$ cat src/rtl/vector_select_ext_irq_defines.vh
`ifndef VECTOR_SELECT_EXT_IRQ_DEFINES_VH
`define VECTOR_SELECT_EXT_IRQ_DEFINES_VH
// register byte addresses on apb
`define ADDR_MCU_CONTROL 12'h000
`define ADDR_SENSE_CONTROL 12'h004
`define ADDR_EXT_MASK 12'h008
`define ADDR_EXT_FLAG 12'h00C
`define ADDR_PC_ENABLE 12'h010
`define ADDR_PC_FLAG 12'h014
`define ADDR_PC_MASK_LO 12'h018
`define ADDR_PC_MASK_MID 12'h01C
`define ADDR_PC_MASK_HI 12'h020
`define ADDR_CORE_STATUS 12'h024
// mcu_control fields
`define BIT_UNLOCK 0
`define BIT_VSEL 1
// unlock window length, cycles; the interrupt block after an unlock write also covers the write cycle, one more
`define UNLOCK_CYCLES 3'h4
// sense codes
`define SENSE_LOW 2'h0
`define SENSE_ANY 2'h1
`define SENSE_FALL 2'h2
`define SENSE_RISE 2'h3
// idle level of the external interrupt pins
`define EXT_PIN_IDLE 2'h3
// word offset of the vector table within a section
`define VECTOR_TABLE_OFFSET 15'h0002
// flash word size and boot section sizes
`define FLASH_WORDS 16'h4000
`define BOOT_WORDS_0 16'h0800
`define BOOT_WORDS_1 16'h0400
`define BOOT_WORDS_2 16'h0200
`define BOOT_WORDS_3 16'h0100
`endif

$ cat src/rtl/vector_select_ext_irq.v
// Added by the designer: the APB interface to the registers and the register offsets.
`include "vector_select_ext_irq_defines.vh"
`timescale 1ns/10ps
`default_nettype none
module vector_select_ext_irq (
	input wire core_clk, // system clock
	input wire reset, // synchronous, active high
	input wire psel, // apb select
	input wire penable, // apb access phase
	input wire pwrite, // apb direction
	input wire [11:0] paddr, // apb byte address
	input wire [31:0] pwdata, // apb write data
	output reg [31:0] prdata, // apb read data
	output reg pready, // apb ready
	output reg pslverr, // apb error on unmapped address
	input wire [1:0] ext_irq_pins, // ext_irq_pin_b, ext_irq_pin_a levels
	input wire [23:0] pin_change_inputs, // pin change pins
	input wire [1:0] boot_size_fuses, // boot section size
	input wire app_section_boot_lock, // programmed high
	input wire boot_section_self_lock, // programmed high
	input wire global_irq_enable, // core status register i flag
	input wire exec_in_boot, // core fetching from boot section
	input wire instr_boundary, // core finished an instruction
	input wire [4:0] irq_ack, // handler entered: pc hi,mid,lo, ext b,a
	input wire io_clk_running, // low in sleep deeper than idle
	output reg [4:0] irq_request, // pc hi,mid,lo, ext b,a to core
	output reg irq_accept_enable, // core may accept interrupts
	output reg [15:0] vector_base, // word address of vector table
	output reg wake_request // asynchronous-class wake source
);
	reg vsel;
	reg unlock;
	reg [2:0] unlock_cnt;
	reg post_write_block;
	reg [3:0] sense;
	reg [1:0] ext_mask;
	wire [1:0] ext_flag;
	reg [2:0] pc_enable;
	wire [2:0] pc_flag;
	reg [7:0] pc_mask_lo;
	reg [6:0] pc_mask_mid;
	reg [7:0] pc_mask_hi;
	reg [1:0] ext_s1, ext_s2, ext_prev;
	reg [23:0] pc_s1, pc_s2, pc_prev;
	wire wr_access = psel & penable & pwrite;
	wire mcu_wr = wr_access && paddr == `ADDR_MCU_CONTROL;
	// a select write counts only inside an open window
	wire vsel_write = mcu_wr & unlock & ~pwdata[`BIT_UNLOCK];
	wire [23:0] pc_mask = {pc_mask_hi, 1'b0, pc_mask_mid, pc_mask_lo};
	wire [23:0] pc_toggle = (pc_s2 ^ pc_prev) & pc_mask;
	wire [2:0] pc_event;
	wire [1:0] ext_event;
	wire [1:0] ext_level;
	reg [15:0] boot_words;
	reg mapped;
	// vector change sequence and boot lock muting, combined into one gate
	wire unlock_write = mcu_wr & pwdata[`BIT_UNLOCK];
	wire change_block = unlock | unlock_write | post_write_block | vsel_write;
	wire app_mute = vsel & app_section_boot_lock & ~exec_in_boot;
	wire boot_mute = ~vsel & boot_section_self_lock & exec_in_boot;
	wire [15:0] boot_start = `FLASH_WORDS - boot_words;
	wire [15:0] next_vector_base = vsel ? boot_start + {1'b0, `VECTOR_TABLE_OFFSET} : {1'b0, `VECTOR_TABLE_OFFSET};
	genvar g;

	// sense decode and flag per external pin
	generate
		for (g = 0; g < 2; g = g + 1) begin : ext_pin
			wire [1:0] mode = sense[2*g+1:2*g];
			wire write_clear = wr_access && paddr == `ADDR_EXT_FLAG && pwdata[g];
			reg level_now;
			reg event_now;
			reg flag;
			assign ext_level[g] = level_now;
			assign ext_event[g] = event_now;
			assign ext_flag[g] = flag;
			always @* begin
				level_now = 1'b0;
				event_now = 1'b0;
				case (mode)
					`SENSE_LOW: begin
						level_now = ~ext_s2[g];
					end
					`SENSE_ANY: begin
						event_now = ext_s2[g] ^ ext_prev[g];
					end
					`SENSE_FALL: begin
						event_now = ext_prev[g] & ~ext_s2[g];
					end
					default: begin
						event_now = ~ext_prev[g] & ext_s2[g];
					end
				endcase
			end
			// level mode holds the flag at zero; an edge beats a clear in the same cycle
			always @(posedge core_clk) begin
				if (reset) begin
					flag <= 1'b0;
				end else if (mode == `SENSE_LOW) begin
					flag <= 1'b0;
				end else if (event_now) begin
					flag <= 1'b1;
				end else if (irq_ack[g] || write_clear) begin
					flag <= 1'b0;
				end
			end
		end
	endgenerate

	// per group toggle detection and flag, groups lo/mid/hi
	generate
		for (g = 0; g < 3; g = g + 1) begin : pc_group
			wire write_clear = wr_access && paddr == `ADDR_PC_FLAG && pwdata[g];
			reg flag;
			assign pc_event[g] = |pc_toggle[8*g+7:8*g];
			assign pc_flag[g] = flag;
			always @(posedge core_clk) begin
				if (reset) begin
					flag <= 1'b0;
				end else if (pc_event[g]) begin
					flag <= 1'b1;
				end else if (irq_ack[g+2] || write_clear) begin
					flag <= 1'b0;
				end
			end
		end
	endgenerate

	always @* begin
		case (boot_size_fuses)
			2'h0: begin
				boot_words = `BOOT_WORDS_0;
			end
			2'h1: begin
				boot_words = `BOOT_WORDS_1;
			end
			2'h2: begin
				boot_words = `BOOT_WORDS_2;
			end
			default: begin
				boot_words = `BOOT_WORDS_3;
			end
		endcase
	end

	always @* begin
		if (paddr == `ADDR_MCU_CONTROL) mapped = 1'b1;
		else if (paddr == `ADDR_SENSE_CONTROL) mapped = 1'b1;
		else if (paddr == `ADDR_EXT_MASK) mapped = 1'b1;
		else if (paddr == `ADDR_EXT_FLAG) mapped = 1'b1;
		else if (paddr == `ADDR_PC_ENABLE) mapped = 1'b1;
		else if (paddr == `ADDR_PC_FLAG) mapped = 1'b1;
		else if (paddr == `ADDR_PC_MASK_LO) mapped = 1'b1;
		else if (paddr == `ADDR_PC_MASK_MID) mapped = 1'b1;
		else if (paddr == `ADDR_PC_MASK_HI) mapped = 1'b1;
		else if (paddr == `ADDR_CORE_STATUS) mapped = 1'b1;
		else mapped = 1'b0;
	end

	// pins pass two flops; reset loads the idle level so no false edge follows
	// limitation: detection runs on core_clk, which stays up in deep sleep;
	// the io clock may stop, so nothing here depends on it
	always @(posedge core_clk) begin
		if (reset) begin
			ext_s1 <= `EXT_PIN_IDLE;
			ext_s2 <= `EXT_PIN_IDLE;
			ext_prev <= `EXT_PIN_IDLE;
		end else begin
			ext_s1 <= ext_irq_pins;
			ext_s2 <= ext_s1;
			ext_prev <= ext_s2;
		end
	end

	always @(posedge core_clk) begin
		if (reset) begin
			pc_s1 <= 24'h00_0000;
			pc_s2 <= 24'h00_0000;
			pc_prev <= 24'h00_0000;
		end else begin
			pc_s1 <= pin_change_inputs;
			pc_s2 <= pc_s1;
			pc_prev <= pc_s2;
		end
	end

	// vector select with unlock window
	always @(posedge core_clk) begin
		if (reset) begin
			vsel <= 1'b0;
			unlock <= 1'b0;
			unlock_cnt <= 3'h0;
			post_write_block <= 1'b0;
		end else begin
			if (vsel_write) begin
				vsel <= pwdata[`BIT_VSEL];
				unlock <= 1'b0;
				unlock_cnt <= 3'h0;
				post_write_block <= 1'b1;
			end else if (mcu_wr && pwdata[`BIT_UNLOCK]) begin
				unlock <= 1'b1;
				unlock_cnt <= `UNLOCK_CYCLES;
			end else if (unlock) begin
				unlock_cnt <= unlock_cnt - 3'h1;
				if (unlock_cnt == 3'h1)
					unlock <= 1'b0;
			end
			// held until the instruction after the select write completes
			if (!vsel_write && post_write_block && instr_boundary)
				post_write_block <= 1'b0;
		end
	end

	// configuration registers; flags live in the per-pin and per-group blocks
	always @(posedge core_clk) begin
		if (reset) begin
			sense <= 4'h0;
			ext_mask <= 2'h0;
			pc_enable <= 3'h0;
			pc_mask_lo <= 8'h00;
			pc_mask_mid <= 7'h00;
			pc_mask_hi <= 8'h00;
		end else if (wr_access) begin
			if (paddr == `ADDR_SENSE_CONTROL) begin
				sense <= pwdata[3:0];
			end else if (paddr == `ADDR_EXT_MASK) begin
				ext_mask <= pwdata[1:0];
			end else if (paddr == `ADDR_PC_ENABLE) begin
				pc_enable <= pwdata[2:0];
			end else if (paddr == `ADDR_PC_MASK_LO) begin
				pc_mask_lo <= pwdata[7:0];
			end else if (paddr == `ADDR_PC_MASK_MID) begin
				pc_mask_mid <= pwdata[6:0];
			end else if (paddr == `ADDR_PC_MASK_HI) begin
				pc_mask_hi <= pwdata[7:0];
			end
		end
	end

	// requests and core-facing outputs
	always @(posedge core_clk) begin
		if (reset) begin
			irq_request <= 5'h00;
			irq_accept_enable <= 1'b1;
			vector_base <= {1'b0, `VECTOR_TABLE_OFFSET};
			wake_request <= 1'b0;
		end else begin
			// a level dropped before wake-up finishes simply stops requesting
			irq_request[0] <= ext_mask[0] & (ext_flag[0] | ext_level[0]);
			irq_request[1] <= ext_mask[1] & (ext_flag[1] | ext_level[1]);
			irq_request[4:2] <= pc_enable & pc_flag;
			wake_request <= |(ext_mask & (ext_flag | ext_level)) | |(pc_enable & pc_flag);
			// global enable is only read, never written here
			irq_accept_enable <= ~change_block & ~app_mute & ~boot_mute;
			vector_base <= next_vector_base;
		end
	end

	// apb slave: zero wait states, error on unmapped address
	always @(posedge core_clk) begin
		if (reset) begin
			prdata <= 32'h0000_0000;
			pready <= 1'b0;
			pslverr <= 1'b0;
		end else begin
			pready <= psel & ~penable;
			pslverr <= psel & ~penable & ~mapped;
			prdata <= 32'h0000_0000;
			if (psel && !penable && !pwrite) begin
				if (paddr == `ADDR_MCU_CONTROL) prdata <= {30'h0, vsel, unlock};
				else if (paddr == `ADDR_SENSE_CONTROL) prdata <= {28'h0, sense};
				else if (paddr == `ADDR_EXT_MASK) prdata <= {30'h0, ext_mask};
				else if (paddr == `ADDR_EXT_FLAG) prdata <= {30'h0, ext_flag};
				else if (paddr == `ADDR_PC_ENABLE) prdata <= {29'h0, pc_enable};
				else if (paddr == `ADDR_PC_FLAG) prdata <= {29'h0, pc_flag};
				else if (paddr == `ADDR_PC_MASK_LO) prdata <= {24'h0, pc_mask_lo};
				else if (paddr == `ADDR_PC_MASK_MID) prdata <= {25'h0, pc_mask_mid};
				else if (paddr == `ADDR_PC_MASK_HI) prdata <= {24'h0, pc_mask_hi};
				else if (paddr == `ADDR_CORE_STATUS) prdata <= {29'h0, io_clk_running, global_irq_enable, irq_accept_enable};
			end
		end
	end
endmodule // vector_select_ext_irq
`default_nettype wire

$ cat config.mk
export PLATFORM = sky130hd
export DESIGN_NAME = vector_select_ext_irq
export DESIGN_NICKNAME = d
export VERILOG_FILES = /design/src/rtl/vector_select_ext_irq.v
export VERILOG_INCLUDE_DIRS = /design/src /design/src/rtl
export SDC_FILE = /design/constraint.sdc
export NUM_CORES = 1
export LEC_CHECK = 0
export BUFFER_PORTS_ARGS = -buffer_cell sky130_fd_sc_hd__buf_4
export CORE_MARGIN = 2
export CORE_UTILIZATION = 35
export CTS_BUF_LIST = sky130_fd_sc_hd__clkbuf_16
export CTS_CLUSTER_SIZE = 14
export DETAILED_ROUTE_END_ITERATION = 10
export HOLD_SLACK_MARGIN = 0.02
export REMOVE_ABC_BUFFERS = 1
export SLEW_MARGIN = 20
export SYNTH_ARGS = -nofsm -noshare
export SYNTH_HDL_FRONTEND = slang
export SYNTH_SLANG_ARGS = --single-unit
$ cat constraint.sdc
create_clock -name core_clk -period 4.4 [get_ports core_clk]
set_clock_uncertainty 0.15 [all_clocks]
set_input_delay 0.22 -clock core_clk [delete_from_list [all_inputs] [get_ports core_clk]]
set_output_delay 0.22 -clock core_clk [all_outputs]
set_load 0.02 [all_outputs]
==> flow_metrics.py <==
metrics = {
    "grt": {
        "grt_start_max_net_pins": 82,
        "busiest_layer": "met2",
        "use_met1": 0.200,
        "use_met2": 0.264,
        "grt_usage": 0.161,
        "grtUsageMet3": 0.0444,
        "grt-ovfl-total": 0,
        "grt_pass1_wl_um": 22000,
        "grt_pass1_vias": 4268,
        "antenna_found_initial": 0,
    },
    "worst_setup_path": {
        "cp_cell_sequence": "buf_4 -> nor3_1 -> nand2_1 -> nor3_1 -> a21oi_1 -> a211oi_1",
        "crit_top_cell": "nor3_1",
        "cpPeakStageDelay_ns": 0.83,
        "rr_startpoint": "pc_mask_lo[0]",
        "worstReg2RegEnd": "prdata[0]",
        "rrSetupSlack_ns": 2.70,
        "cpMaxStageDelayCell": "nor3_1",
        "end_kind": "register",
        "cp.arrival_ns": 2.39,
        "critical_path_required_ns": 4.56,
        "r2r_cells": 6,
        "crit_type": "primary input to register",
        "cp-start-kind": "primary input",
        "path_max_fanout": 8,
        "critical_path.top_delay_family": "simple AND/OR/NAND/NOR gates",
        "cp_num_buf_inv": 1,
    },
    "route": {
        "dr.pass1.iters": 4,
        "drt-total-wl_um": 13300,
        "drc": 0,
        "routedWlPerCell_um": 14.1,
        "drtIter0Drc": 351,
        "final_antenna_net_count": 0,
        "drt-vias-per-instance": 4.59,
        "via_count": 4355,
    },
    "clock_network": {
        "cts_resized": 0,
        "cts_tree": "yes",
        "cts_sinks": 142,
        "clkLatencyLatePin_ns": 0.42,
        "path_clk_slew_ns": 0.06,
        "htree_levels": 4,
        "cts_buffer_depth": 2,
        "post_cts_buffers": 0,
        "cts-root-buf": "clkbuf_16",
        "cts_inserted_buffers": 17,
    },
    "die": {
        "io_pins": 145,
        "core_area_mm2": 0.0159,
        "die-area_mm2": 0.0173,
        "fp.dieW_um": 132,
        "rows": 46,
        "die_h_um": 132,
        "initial_core_util": 0.359,
    },
    "finish": {
        "nFillCells": 1533,
        "final_common_cell": "dfxtp_1",
        "stdcell_count": 949,
        "drive_gt1_frac": 0.183,
        "diodes": 0,
        "syn2layout_area_growth_pct": 29.4,
        "final_util": 0.464,
        "final_nets": 815,
        "layout_common_cells": "142 x dfxtp_1, 90 x buf_4, 69 x nor2b_1",
    },
    "pwr": {
        "internal-power_uw": 2300,
        "combPwrFrac": 0.068,
        "p_leak_uw": 0.00315,
        "max-vdd-ir-drop_uv": 270,
        "pwr-share-clk": 0.485,
        "totalPowerFinal_uw": 2960,
        "p_sw_uw": 666,
        "p_per_area_mw_per_mm2": 402,
        "pwr-share-seq": 0.447,
        "p_sw_frac": 0.225,
    },
    "timing": {
        "drv_slew": 0,
        "fin_crit_sh": 0.506,
        "slew_headroom": 0.309,
        "fin_setup_tns_ns": 0,
        "fmax_mhz": 449,
        "worst_pin_slew_ns": 1.03,
        "rsz0062_at_grt": "false",
        "setup_viol": 0,
        "post-route-min-period_ns": 2.23,
        "hold_viol": 0,
    },
    "hold_path": {
        "hold_path_class": "primary input to register",
        "whs_path_depth": 3,
        "hold-path-endpoint": "prdata[2]",
        "min-delay-start": "paddr[2]",
    },
    "yosys": {
        "ys_seq_area_frac": 0.499,
        "ys.flop_type": "dfxtp_1",
        "synth_seq_cells": 142,
        "synth_top_cell_area_share": 0.499,
        "yosysWarningCount": 0,
        "synth_top_area_cell": "dfxtp_1",
        "syn_area_mm2": 0.00570,
        "netlist_instances": 598,
        "synth.area.top_cells": "dfxtp_1 50%, nor2b_1 7.6%, buf_4 4.5%",
        "synth_cell_types": 58,
        "async_flop_share": 0,
        "synth_edf_count": 0,
        "syn_avg_cell_area_um2": 9.53,
    },
    "placement": {
        "dpl.hpwl_um": 9490,
        "portBuffers": 86,
        "gp_congestion": 0.852,
        "post-place-cells": 873,
    },
    "flow_run": {
        "drv_cap": 0,
    },
    "outcome": {
        "status": "complete, no violations",
    },
}
cells by family (layout without fill, tap and decap cells):
logic type | Yosys count | after routing | share of synthesized area
other cells | 2 | 33 | 0.00132
mux | 23 | 23 | 0.0404
buf+inv | 76 | 180 | 0.0839
fa+ha+maj | 7 | 7 | 0.0154
compound gates | 84 | 84 | 0.0953
xor+xnor | 24 | 24 | 0.0369
flops | 142 | 142 | 0.499
simple gates | 240 | 240 | 0.228
power groups by stage:
stage | Clock (µW) | Combinational (µW) | Sequential [µW]
2_1_floorplan | 0 | 76.6 | 1350
3_3_place_gp | 0 | 169 | 1350
3_5_place_dp | 0 | 172 | 1350
4_1_cts | 1470 | 204 | 1330
5_1_grt | 1530 | 221 | 1330
6_report | 1440 | 202 | 1330
worst max path at each step:
stage | start | endpoint | slack (ns) | depth (start not counted)
finish | paddr[1] | prdata[1] | 2.17 | 6
global route | paddr[3] | vsel | 2.01 | 7
CTS | penable | pc_mask_lo[6] | 2.25 | 7
detailed placement | paddr[1] | prdata[1] | 1.82 | 6
global placement | paddr[3] | pc_group[0].flag | 1.81 | 7
floorplan | paddr[9] | pc_mask_hi[0] | 2.05 | 6
worst register-to-register path: stages, from the launching register on:
cell and delay [ns]:
dfxtp_1 0.33, and3b_1 0.17, a21oi_1 0.14, o22ai_1 0.12
a221oi_1 0.37, a221o_1 0.22, a21boi_1 0.09
repair_timing:
| action | 4_1_cts | 5_1_grt |
|---|---|---|
| hold buffers | 44 | 0 |
| hold endpoints to repair | 70 | 0 |
| endpoints found under the setup margin | 0 | 0 |
cell usage after synthesis, types with 2 or more instances:
cell / n
dfxtp_1: 142
nor2b_1: 69
nor2_1: 51
nand2_1: 42
buf_4: 34
a21oi_1: 31
nand3_1: 24
xor2_1: 24
mux2i_1: 23
clkbuf_1: 15
inv_1: 13
o21ai_0: 11
nor3_1: 10
a31oi_1: 7
ha_1: 7
a221oi_1: 6
nand3b_1: 6
or2_2: 6
a22o_1: 5
and3_1: 5
nand2b_1: 5
a211oi_1: 4
and2_1: 4
nand4_1: 4
o22ai_1: 4
buf_1: 3
buf_6: 3
clkbuf_8: 3
a32oi_1: 2
a41oi_1: 2
and3b_1: 2
buf_2: 2
conb_1: 2
dlygate4sd1_1: 2
or3_1: 2
registers in the layout (all words and copies together), names as in the netlist, 7 cells and up:
signal,cells
prdata,8
pc_mask_lo,8
pc_mask_mid,7
pc_s1,23
pc_s2,23
pc_mask_hi,8
pc_prev,23
vector_base,7
layout make-up:
cell class	instances	area, µm²	share of cell area
sequential	142	2840	0.386
timing repair buffer	134	1120	0.151
clock inverter	15	171	0.0233
multi-input combinational	411	2490	0.338
inverter	14	52.6	0.00713
tap	216	270	0.0367
clock buffer	17	425	0.0577
per-stage QoR:
step / instance area [µm²] / hold WS, ns / setup slack, ns
6_report: 7370 / 0.129 / 2.17
3_5_place_dp: 6330 / 0.246 / 1.82
5_1_grt: 7370 / 0.119 / 2.01
2_1_floorplan: 5390 / 0.139 / 2.05
3_3_place_gp: 6330 / 0.247 / 1.81
4_1_cts: 7370 / 0.101 / 2.25
routing by layer:
layer  vias to the layer above  share of wire
met5                         -              0
met2                       122           0.48
met4                         0          0.015
li1                       2195              -
met3                        16          0.052
met1                      2022           0.45
No activity file was read; power rests on OpenSTA's default activity.
